<file path="src/design/osd_map.vh">
// register offsets, field positions and reset values of the row sequencer
`ifndef OSD_MAP_VH
`define OSD_MAP_VH

// ==================================================
// register byte offsets
`define OSD_ENCTL_OFS    12'h000
`define OSD_STAT_OFS     12'h004
`define OSD_OUTCTL_OFS   12'h008
`define OSD_EVLINE_OFS   12'h00c
`define OSD_MSTART_OFS   12'h010
`define OSD_MEND_OFS     12'h014
`define OSD_LINECNT_OFS  12'h018
`define OSD_CHAR_OFS     12'h080
`define OSD_CHAR_LAST    12'h104
`define OSD_NCHAR        34

// ==================================================
// enable control fields
`define OSD_EN_VSIRQ     0
`define OSD_EN_LMIRQ     1
`define OSD_EN_RANK_TRANSFER_ENABLE      2
`define OSD_EN_DISP      3
`define OSD_EN_PLL       4
`define OSD_ENCTL_RST    5'h00

// ==================================================
// status and output control fields
`define OSD_ST_VSYNC     0
`define OSD_ST_LMATCH    1
`define OSD_OC_HSYNC_POLARITY_INVERT      0
`define OSD_OC_VSYNC_POLARITY_INVERT      1
`define OSD_OC_FBINV     2
`define OSD_OC_RINV      3
`define OSD_OC_GINV      4
`define OSD_OC_BINV      5
`define OSD_OC_IINV      6
`define OSD_OUTCTL_RST   7'h00

// ==================================================
// matrix start fields and pixel store layout
`define OSD_MS_MODE      7
`define OSD_MS_BLINK     6
`define OSD_CC_BASE      13'h1200
`define OSD_CC_EXT_BASE  13'h1700
`define OSD_CC_LINES     5'h0a
`define OSD_OSD_LINES    5'h12
`define OSD_BOX_FIRST    7'h02
`define OSD_BOX_LAST     7'h07

`endif

</file>
<file path="src/design/osd_row_seq.v">
// row sequencer, rank registers and pixel store addressing of the display
//
// Decided for this implementation: the APB interface to the registers and the address map.
`timescale 1ns/1ns
`include "osd_map.vh"

// Contract
// - glyph store 8192 bytes, 6528 used, on-screen first
// - twelve-pixel line in two bytes, left first
// - on-screen: 18 blocks of 256 bytes
// - codes zero and one are spaces always
// - caption glyph 8x10, bottom lines underline only
// - caption: 10x128 basic, then 10x64 extended
// - caption box glyphs at codes two to seven
// - vsync flag at vsync starting edge
// - line match flag on target line
// - transfer enable copies outer to inner
// - disabled with pll: writes hit both ranks
// - sync and colour polarities selectable
// - status read shows flags, write clears
// - row mode and blink from matrix start
// - lines outside matrix range show border
// - target past picture never matches
// - character registers 1 to 34
// - reads past last glyph allowed
// - two bits invert sync inputs
// - top bit marks control or extended code
module osd_row_seq
(
  input  wire        pclk,
  input  wire        presetn,
  input  wire        ce,
  input  wire        psel,
  input  wire        penable,
  input  wire        pwrite,
  input  wire [11:0] paddr,
  input  wire [31:0] pwdata,
  output reg  [31:0] prdata,
  output wire        pready,
  output wire        pslverr,
  input  wire        hsync_pin,
  input  wire        vsync_pin,
  output wire        irq,
  output reg  [9:0]  line_count,
  output reg         row_cc_mode,
  output reg         row_blink,
  output reg         row_in_range,
  output reg  [5:0]  row_glyph_line,
  input  wire [5:0]  char_index,
  output reg  [7:0]  char_code,
  output reg         code_kind_bit,
  input  wire        fetch_req,
  input  wire [7:0]  fetch_code,
  input  wire [4:0]  fetch_line,
  input  wire        fetch_half,
  input  wire        fetch_cc,
  output reg  [12:0] fetch_addr,
  output reg         fetch_blank,
  output reg         fetch_box,
  output reg         fetch_underline_only,
  input  wire        fast_blank_raw,
  input  wire        red_raw,
  input  wire        green_raw,
  input  wire        blue_raw,
  input  wire        intensity_raw,
  output reg         fast_blank_out,
  output reg         red_out,
  output reg         green_out,
  output reg         blue_out,
  output reg         intensity_out
);

  // ==================================================
  // declarations
  reg  [4:0]  enctl_reg;
  reg  [6:0]  outctl_reg;
  reg         vsync_flag;
  reg         line_match_flag;
  reg  [9:0]  evline_reg;
  reg  [7:0]  mstart_reg;
  reg  [7:0]  mend_reg;
  reg  [9:0]  row_start_in;
  reg  [7:0]  mstart_in;
  reg  [7:0]  mend_in;
  reg  [7:0]  outer_rank [0:`OSD_NCHAR-1];
  reg  [7:0]  inner_rank [0:`OSD_NCHAR-1];
  reg  [1:0]  hs_sync;
  reg  [1:0]  vs_sync;
  reg         hs_last;
  reg         vs_last;
  reg  [9:0]  line_next;
  reg  [31:0] rd_next;
  reg  [12:0] addr_next;
  reg  [9:0]  row_ofs;
  reg  [5:0]  char_pos;
  wire        wr_acc;
  wire        rd_setup;
  wire        mapped;
  wire        is_char;
  wire [11:0] char_ofs;
  wire [5:0]  wr_index;
  wire        hs_lvl;
  wire        vs_lvl;
  wire        hs_edge;
  wire        vs_edge;
  wire        line_tick;
  wire        match;
  wire        rank_transfer_enable;
  wire        mirror;
  wire        stat_wr;

  // ==================================================
  // apb decode; no wait states, unmapped offsets answer with an error
  assign char_ofs = paddr - `OSD_CHAR_OFS;
  assign wr_index = char_ofs[7:2];
  assign is_char  = (paddr >= `OSD_CHAR_OFS) && (paddr <= `OSD_CHAR_LAST)
                    && (paddr[1:0] == 2'b00);
  assign mapped   = is_char || (paddr == `OSD_ENCTL_OFS)
                    || (paddr == `OSD_STAT_OFS)
                    || (paddr == `OSD_OUTCTL_OFS)
                    || (paddr == `OSD_EVLINE_OFS)
                    || (paddr == `OSD_MSTART_OFS)
                    || (paddr == `OSD_MEND_OFS)
                    || (paddr == `OSD_LINECNT_OFS);
  assign pready   = 1'b1;
  assign pslverr  = psel && penable && !mapped;
  assign wr_acc   = ce && psel && penable && pwrite && mapped;
  assign rd_setup = ce && psel && !penable && !pwrite;
  assign stat_wr  = wr_acc && (paddr == `OSD_STAT_OFS);

  // ==================================================
  // sync inputs: two flops, then polarity, then start-edge detect
  always @(posedge pclk or negedge presetn)
  begin
    if (!presetn)
    begin
      hs_sync <= 2'b00;
      vs_sync <= 2'b00;
      hs_last <= 1'b0;
      vs_last <= 1'b0;
    end
    else if (ce)
    begin
      hs_sync <= {hs_sync[0], hsync_pin};
      vs_sync <= {vs_sync[0], vsync_pin};
      hs_last <= hs_lvl;
      vs_last <= vs_lvl;
    end
  end

  // the level after the optional inversion is the active level
  assign hs_lvl    = hs_sync[1] ^ outctl_reg[`OSD_OC_HSYNC_POLARITY_INVERT];
  assign vs_lvl    = vs_sync[1] ^ outctl_reg[`OSD_OC_VSYNC_POLARITY_INVERT];
  assign hs_edge   = hs_lvl && !hs_last;
  assign vs_edge   = vs_lvl && !vs_last;
  assign line_tick = hs_edge || vs_edge;

  // ==================================================
  // scan line counter, restarts at each vertical sync start
  always @*
  begin
    line_next = line_count;
    if (vs_edge)
      line_next = 10'h000;
    else if (hs_edge && (line_count != 10'h3ff))
      line_next = line_count + 10'h001;
  end

  // the counter restarts at each vertical sync and stops at 3ff, so a target
  // beyond the last picture line is simply never reached
  assign match  = line_tick && (line_next == evline_reg);
  assign rank_transfer_enable   = match && enctl_reg[`OSD_EN_RANK_TRANSFER_ENABLE];
  assign mirror = !enctl_reg[`OSD_EN_DISP] && enctl_reg[`OSD_EN_PLL];

  always @(posedge pclk or negedge presetn)
  begin
    if (!presetn)
      line_count <= 10'h000;
    else if (ce)
      line_count <= line_next;
  end

  // ==================================================
  // control registers; flag set beats a clearing write
  always @(posedge pclk or negedge presetn)
  begin
    if (!presetn)
    begin
      enctl_reg       <= `OSD_ENCTL_RST;
      outctl_reg      <= `OSD_OUTCTL_RST;
      evline_reg      <= 10'h3ff;
      mstart_reg      <= 8'h00;
      mend_reg        <= 8'h00;
      vsync_flag      <= 1'b0;
      line_match_flag <= 1'b0;
    end
    else if (ce)
    begin
      if (wr_acc && (paddr == `OSD_ENCTL_OFS))
        enctl_reg <= pwdata[4:0];
      if (wr_acc && (paddr == `OSD_OUTCTL_OFS))
        outctl_reg <= pwdata[6:0];
      if (wr_acc && (paddr == `OSD_EVLINE_OFS))
        evline_reg <= pwdata[9:0];
      if (wr_acc && (paddr == `OSD_MSTART_OFS))
        mstart_reg <= pwdata[7:0];
      if (wr_acc && (paddr == `OSD_MEND_OFS))
        mend_reg <= pwdata[7:0];
      if (vs_edge && enctl_reg[`OSD_EN_VSIRQ])
        vsync_flag <= 1'b1;
      else if (stat_wr)
        vsync_flag <= 1'b0;
      if (match && enctl_reg[`OSD_EN_LMIRQ])
        line_match_flag <= 1'b1;
      else if (stat_wr)
        line_match_flag <= 1'b0;
    end
  end

  // request stays up until software writes the status register or clears the flag's enable bit
  assign irq = (vsync_flag && enctl_reg[`OSD_EN_VSIRQ])
               || (line_match_flag && enctl_reg[`OSD_EN_LMIRQ]);

  // ==================================================
  // row parameters of the inner rank
  always @(posedge pclk or negedge presetn)
  begin
    if (!presetn)
    begin
      row_start_in <= 10'h3ff;
      mstart_in    <= 8'h00;
      mend_in      <= 8'h00;
    end
    else if (ce)
    begin
      if (rank_transfer_enable)
      begin
        row_start_in <= evline_reg;
        mstart_in    <= mstart_reg;
        mend_in      <= mend_reg;
      end
      else if (wr_acc && mirror)
      begin
        if (paddr == `OSD_EVLINE_OFS)
          row_start_in <= pwdata[9:0];
        if (paddr == `OSD_MSTART_OFS)
          mstart_in <= pwdata[7:0];
        if (paddr == `OSD_MEND_OFS)
          mend_in <= pwdata[7:0];
      end
    end
  end

  // ==================================================
  // character ranks, one entry per generate pass; the transfer copies
  // all entries on the same edge so a row never mixes old and new codes
  genvar gi;
  generate
    for (gi = 0; gi < `OSD_NCHAR; gi = gi + 1)
    begin : g_char
      always @(posedge pclk or negedge presetn)
      begin
        if (!presetn)
        begin
          outer_rank[gi] <= 8'h00;
          inner_rank[gi] <= 8'h00;
        end
        else if (ce)
        begin
          if (wr_acc && is_char && (wr_index == gi))
            outer_rank[gi] <= pwdata[7:0];
          if (rank_transfer_enable)
            inner_rank[gi] <= outer_rank[gi];
          else if (wr_acc && mirror && is_char && (wr_index == gi))
            inner_rank[gi] <= pwdata[7:0];
        end
      end
    end
  endgenerate

  // ==================================================
  // read data, latched in the setup cycle for the access cycle
  always @*
  begin
    rd_next = 32'h0000_0000;
    if (is_char)
      rd_next[7:0] = outer_rank[wr_index];
    else
      case (paddr)
        `OSD_ENCTL_OFS:   rd_next[4:0] = enctl_reg;
        `OSD_STAT_OFS:    rd_next[1:0] = {line_match_flag, vsync_flag};
        `OSD_OUTCTL_OFS:  rd_next[6:0] = outctl_reg;
        `OSD_EVLINE_OFS:  rd_next[9:0] = evline_reg;
        `OSD_MSTART_OFS:  rd_next[7:0] = mstart_reg;
        `OSD_MEND_OFS:    rd_next[7:0] = mend_reg;
        `OSD_LINECNT_OFS: rd_next[9:0] = line_count;
        default:          rd_next = 32'h0000_0000;
      endcase
  end

  always @(posedge pclk or negedge presetn)
  begin
    if (!presetn)
      prdata <= 32'h0000_0000;
    else if (rd_setup)
      prdata <= rd_next;
  end

  // ==================================================
  // row state for the renderer
  always @*
  begin
    row_ofs = line_count - row_start_in;
  end

  always @(posedge pclk or negedge presetn)
  begin
    if (!presetn)
    begin
      row_cc_mode    <= 1'b0;
      row_blink      <= 1'b0;
      row_in_range   <= 1'b0;
      row_glyph_line <= 6'h00;
    end
    else if (ce)
    begin
      row_cc_mode    <= mstart_in[`OSD_MS_MODE];
      row_blink      <= mstart_in[`OSD_MS_BLINK];
      row_glyph_line <= row_ofs[5:0];
      // matrix bounds sit in the low six bits; outside them is border
      row_in_range   <= (line_count >= row_start_in)
                        && (row_ofs[9:6] == 4'h0)
                        && (row_ofs[5:0] >= mstart_in[5:0])
                        && (row_ofs[5:0] <= mend_in[5:0]);
    end
  end

  // ==================================================
  // character read port; index 1..34, reads past the end are legal
  always @*
  begin
    char_pos = char_index - 6'h01;
  end

  always @(posedge pclk or negedge presetn)
  begin
    if (!presetn)
    begin
      char_code     <= 8'h00;
      code_kind_bit <= 1'b0;
    end
    else if (ce)
    begin
      if ((char_index != 6'h00) && (char_index <= 6'd34))
      begin
        char_code     <= inner_rank[char_pos];
        code_kind_bit <= inner_rank[char_pos][7];
      end
      else
      begin
        char_code     <= 8'h00;
        code_kind_bit <= 1'b0;
      end
    end
  end

  // ==================================================
  // glyph store addressing inside the 8 KiB window (13-bit offset)
  always @*
  begin
    addr_next = 13'h0000;
    if (!fetch_cc)
      addr_next = {fetch_line, fetch_code[6:0], fetch_half};
    else if (fetch_code[7])
      addr_next = `OSD_CC_EXT_BASE + {2'b00, fetch_line, 6'h00}
                  + {7'h00, fetch_code[5:0]};
    else
      addr_next = `OSD_CC_BASE + {1'b0, fetch_line, 7'h00}
                  + {6'h00, fetch_code[6:0]};
  end

  // the half bit picks the left eight or the right four pixels
  always @(posedge pclk or negedge presetn)
  begin
    if (!presetn)
    begin
      fetch_addr           <= 13'h0000;
      fetch_blank          <= 1'b1;
      fetch_box            <= 1'b0;
      fetch_underline_only <= 1'b0;
    end
    else if (ce && fetch_req)
    begin
      fetch_addr <= addr_next;
      // spaces blank whatever is stored; so do lines past the store
      fetch_blank <= (!fetch_code[7] && (fetch_code[6:1] == 6'h00))
                     || (fetch_cc && (fetch_line >= `OSD_CC_LINES))
                     || (!fetch_cc
                         && (fetch_line >= `OSD_OSD_LINES));
      fetch_underline_only <= fetch_cc
                              && (fetch_line >= `OSD_CC_LINES);
      fetch_box <= fetch_cc && !fetch_code[7]
                   && (fetch_code[6:0] >= `OSD_BOX_FIRST)
                   && (fetch_code[6:0] <= `OSD_BOX_LAST);
    end
  end

  // ==================================================
  // output polarity, registered so the pins never glitch
  always @(posedge pclk or negedge presetn)
  begin
    if (!presetn)
    begin
      fast_blank_out <= 1'b0;
      red_out        <= 1'b0;
      green_out      <= 1'b0;
      blue_out       <= 1'b0;
      intensity_out  <= 1'b0;
    end
    else if (ce)
    begin
      fast_blank_out <= fast_blank_raw ^ outctl_reg[`OSD_OC_FBINV];
      red_out        <= red_raw ^ outctl_reg[`OSD_OC_RINV];
      green_out      <= green_raw ^ outctl_reg[`OSD_OC_GINV];
      blue_out       <= blue_raw ^ outctl_reg[`OSD_OC_BINV];
      intensity_out  <= intensity_raw ^ outctl_reg[`OSD_OC_IINV];
    end
  end

endmodule

</file>
<file path="config.mk">
export PLATFORM = sky130hd
export DESIGN_NAME = osd_row_seq
export DESIGN_NICKNAME = d
export VERILOG_FILES = /design/src/design/osd_row_seq.v
export VERILOG_INCLUDE_DIRS = /design/src /design/src/design
export SDC_FILE = /design/constraint.sdc
export NUM_CORES = 2
export LEC_CHECK = 0
export BUFFER_PORTS_ARGS = -buffer_cell sky130_fd_sc_hd__buf_2
export CAP_MARGIN = 0
export CORE_UTILIZATION = 50
export CTS_BUF_LIST = sky130_fd_sc_hd__clkbuf_2
export CTS_CLUSTER_SIZE = 20
export DETAILED_ROUTE_END_ITERATION = 6
export PLACE_DENSITY = 0.74
export SKIP_CTS_REPAIR_TIMING = 1
export SLEW_MARGIN = 20
export SYNTH_ARGS = -nofsm -noshare
export SYNTH_HDL_FRONTEND = slang
export SYNTH_SLANG_ARGS = --single-unit
</file>
<file path="constraint.sdc">
create_clock -name pclk -period 8.7 [get_ports pclk]
set_input_delay 2.61 -clock pclk [delete_from_list [all_inputs] [get_ports pclk]]
set_output_delay 2.61 -clock pclk [all_outputs]
set_load 0.03 [all_outputs]
</file>
==> summary.txt <==
Placed design
  • Placed cell count: 3,879
  • Hpwl dp: 69,300 um
  • Number of port buffers: 117
  • GP Congestion: around 0.92

Pwr
  • Sw Share: 31.0%
  • Combinational fraction of design power: approximately an eighth
  • Pwr dens: roughly 160 nW/um2
  • Internal power: around 4.2 mW
  • Sw power: 1.90 mW
  • Sequential Power Share: 52.8%
  • Clock Power Share: 35.2%
  • Peak supply drop: approximately 0.12 mV
  • Lkg Pwr: 18.2 nW

Synth
  • Mapped cell area: 35,400 um2
  • Post-synth EDFFs: 0
  • Async S/R FF share, synth: between 90% and 100%
  • Netlist cell types: between 70 and 80
  • Seq cells post-synth: roughly 670
  • Synth warn: 0
  • Seq/Total Area, Yosys: ~48%
  • Synth Area per Inst: about 12 um2
  • Mapped Cells: ~3,000
  • Top FF cell, synth: dfrtp_1

STA
  • RSZ-0062 raised after global routing: no
  • Final setup skew: 0.110 ns
  • Final setup fails: 0
  • Slew headroom: ~20%
  • Final Critical Period: 7.46 ns
  • Max Clock Freq: 134 MHz
  • Pins Over Slew Limit: 0
  • Setup TNS Final: 0 ns
  • Period utilization: 85.7%
  • Final Hold Fails: 0
  • Worst hold slack: about 0.48 ns
  • Slew of the pin with the lowest slew margin: 1.19 ns

Route
  • Total wire length: 108,000 um
  • DR WL/cell: 25.9 um
  • Initial DRT Pass Iterations: 6
  • Via count: 26,800
  • Initial DRC Count: approximately 3,300
  • # DRC: 0
  • ANT nets after route: 0
  • Vias per inst: 6.43

Global routing
  • Largest net degree at the start of global routing: 191
  • GR met2 Demand/Resource: 46.8%
  • Tot GR Track Use: 30.3%
  • Number of global-route vias before repair: 26,900
  • Global-route track usage on met3: 8.18%
  • Grt ovf: 0
  • GR Util met1: 39.4%
  • Initial antenna violation count: 7
  • First-pass GRT wire length: approximately 160,000 um
  • GRT busiest layer: met2

Die
  • Initial core utilization: 50.5%
  • Die height: 268 um
  • Die X-Extent: around 270 um
  • Row Count: 97
  • Floorplan Core Area: 70,000 um2
  • Die area: 71,800 um2
  • I/O pin count: between 150 and 200

Worst setup path
  • R2R Setup Slk: 3.87 ns
  • Crit path kind: in -> out
  • Startpoint Class: input port
  • Critical Path End Type: output pin
  • Worst-path fanout max: 11
  • Worst path arrival time: roughly 4.9 ns
  • CP required: 6.09 ns

CTS
  • Clk pin slew, worst setup/hold paths: 0.10 ns
  • CTS sink cnt: 672
  • CTS tree: yes
  • H-Tree Level Count: 4
  • Clock Tree Root: clkbuf_2
  • Clock Latency Late Sink: between 1 and 1.5 ns
  • CTS Buf Count: 168
  • Clock tree buffer depth: 3

Hold path
  • HP Class: reg -> reg

Layout
  • Largest regs: inner_rank x272, outer_rank x272, fetch_addr x13
  • Share of cells above drive strength 1: approximately 33%
  • Final Non-Filler Cells: 4,176
  • # nets final: 3,219
  • Layout overhead on the synthesized area: 8.21%

Job
  • Max Cap Viol: 0

Status
  • Status: complete, no violations
==> per-stage QoR <==
stage                     util (%)  setup WS [ns]  power, mW  instance area, um2
after floorplan                  -           2.02       3.72               35400
after global placement        52.3           1.41       4.00               36700
after detailed placement      52.4           1.39       4.02               36700
after CTS                     54.5           1.39       6.14               38200
after global routing          54.6           1.18       6.39               38300
final                         54.6           1.24       6.12               38300
==> worst max-delay path: stages <==
cell and delay [ns]:
buf_2 0.09, or4_1 0.51, nor2_1 0.34, nand3b_1 0.42, a311o_1 0.47, nand2_1 0.13
nor2_1 0.09, buf_2 0.18
==> power by group through the flow <==
stage	sequential [mW]	combinational (mW)	clock (mW)
after floorplan	3.36	0.365	0
after global placement	3.29	0.705	0
after detailed placement	3.29	0.723	0
after CTS	3.23	0.725	2.18
after global routing	3.24	0.789	2.36
final	3.23	0.733	2.15
==> per-layer routing <==
layer | up-vias | part of all wire (%)
met5 | - | 0.031
met4 | 4 | 4.9
met3 | 353 | 10
met2 | 1561 | 46
met1 | 13500 | 39
li1 | 11400 | -
==> worst paths after layout <==
path | from | endpoint | cells after the start
worst max-delay path | paddr[0] | pslverr | 8
worst min-delay path | mstart_in[6] | row_blink | 1
worst max register to register | line_count[1] | inner_rank[29] | 11
worst min register to register | mstart_in[6] | row_blink | 1
max in group asynchronous | presetn | mstart_in[6] | 3
min in group asynchronous | presetn | inner_rank[206] | 1
==> synth_stat cells (17+ instances only) <==
cell type | instances | area share, %
a211oi_1 | 129 | 2.7
a21oi_1 | 167 | 2.4
a22oi_1 | 19 | 0.40
a2bb2oi_1 | 26 | 0.64
buf_1 | 26 | 0.28
buf_2 | 43 | 0.61
buf_4 | 40 | 0.85
clkbuf_1 | 148 | 1.6
dfrtp_1 | 651 | 46
dfstp_2 | 21 | 1.6
ha_1 | 29 | 1.0
inv_1 | 50 | 0.53
mux2_2 | 332 | 11
mux2i_1 | 185 | 5.2
mux4_2 | 144 | 9.2
nand2_1 | 91 | 0.97
nand2b_1 | 110 | 1.9
nor2_1 | 204 | 2.2
nor2b_1 | 33 | 0.58
nor3_1 | 154 | 2.2
nor4_1 | 17 | 0.30
o21ai_0 | 32 | 0.45
o22a_1 | 17 | 0.42
o32ai_1 | 22 | 0.54
or2_2 | 60 | 1.1
or3_1 | 35 | 0.62
==> placed cells by master, fill, tap and decap left out, types with 91 or more instances in the layout <==
master,n
nand2_1,91
mux4_2,144
nor2_1,192
clkbuf_2,245
a211oi_1,129
dfrtp_1,651
mux2i_1,185
mux2_2,332
nor3_1,147
nand2b_1,110
buf_2,113
a21oi_1,167
==> final cells by class <==
type / count / area, um2
tap: 940 / 1180
clock buffer: 245 / 1230
antenna: 9 / 22.5
inverter: 51 / 191
multi-input combinational: 2040 / 17400
sequential: 672 / 16800
clock inverter: 42 / 255
timing repair buffer: 177 / 1150
fill: 5933 / 31800
==> kinds of logic after synthesis <==
logic type | Yosys count | share of synthesized area (%)
AOI/OAI and AO/OA | 517 | 10.2
buffers and inverters | 312 | 3.97
DFF | 672 | 47.6
muxes | 661 | 25.0
adders and majority gates | 30 | 1.08
and+or+nand+nor | 785 | 11.4
other | 2 | 0.0212
xor gates and xnor gates | 24 | 0.616
(Power assumes the default switching activity.)
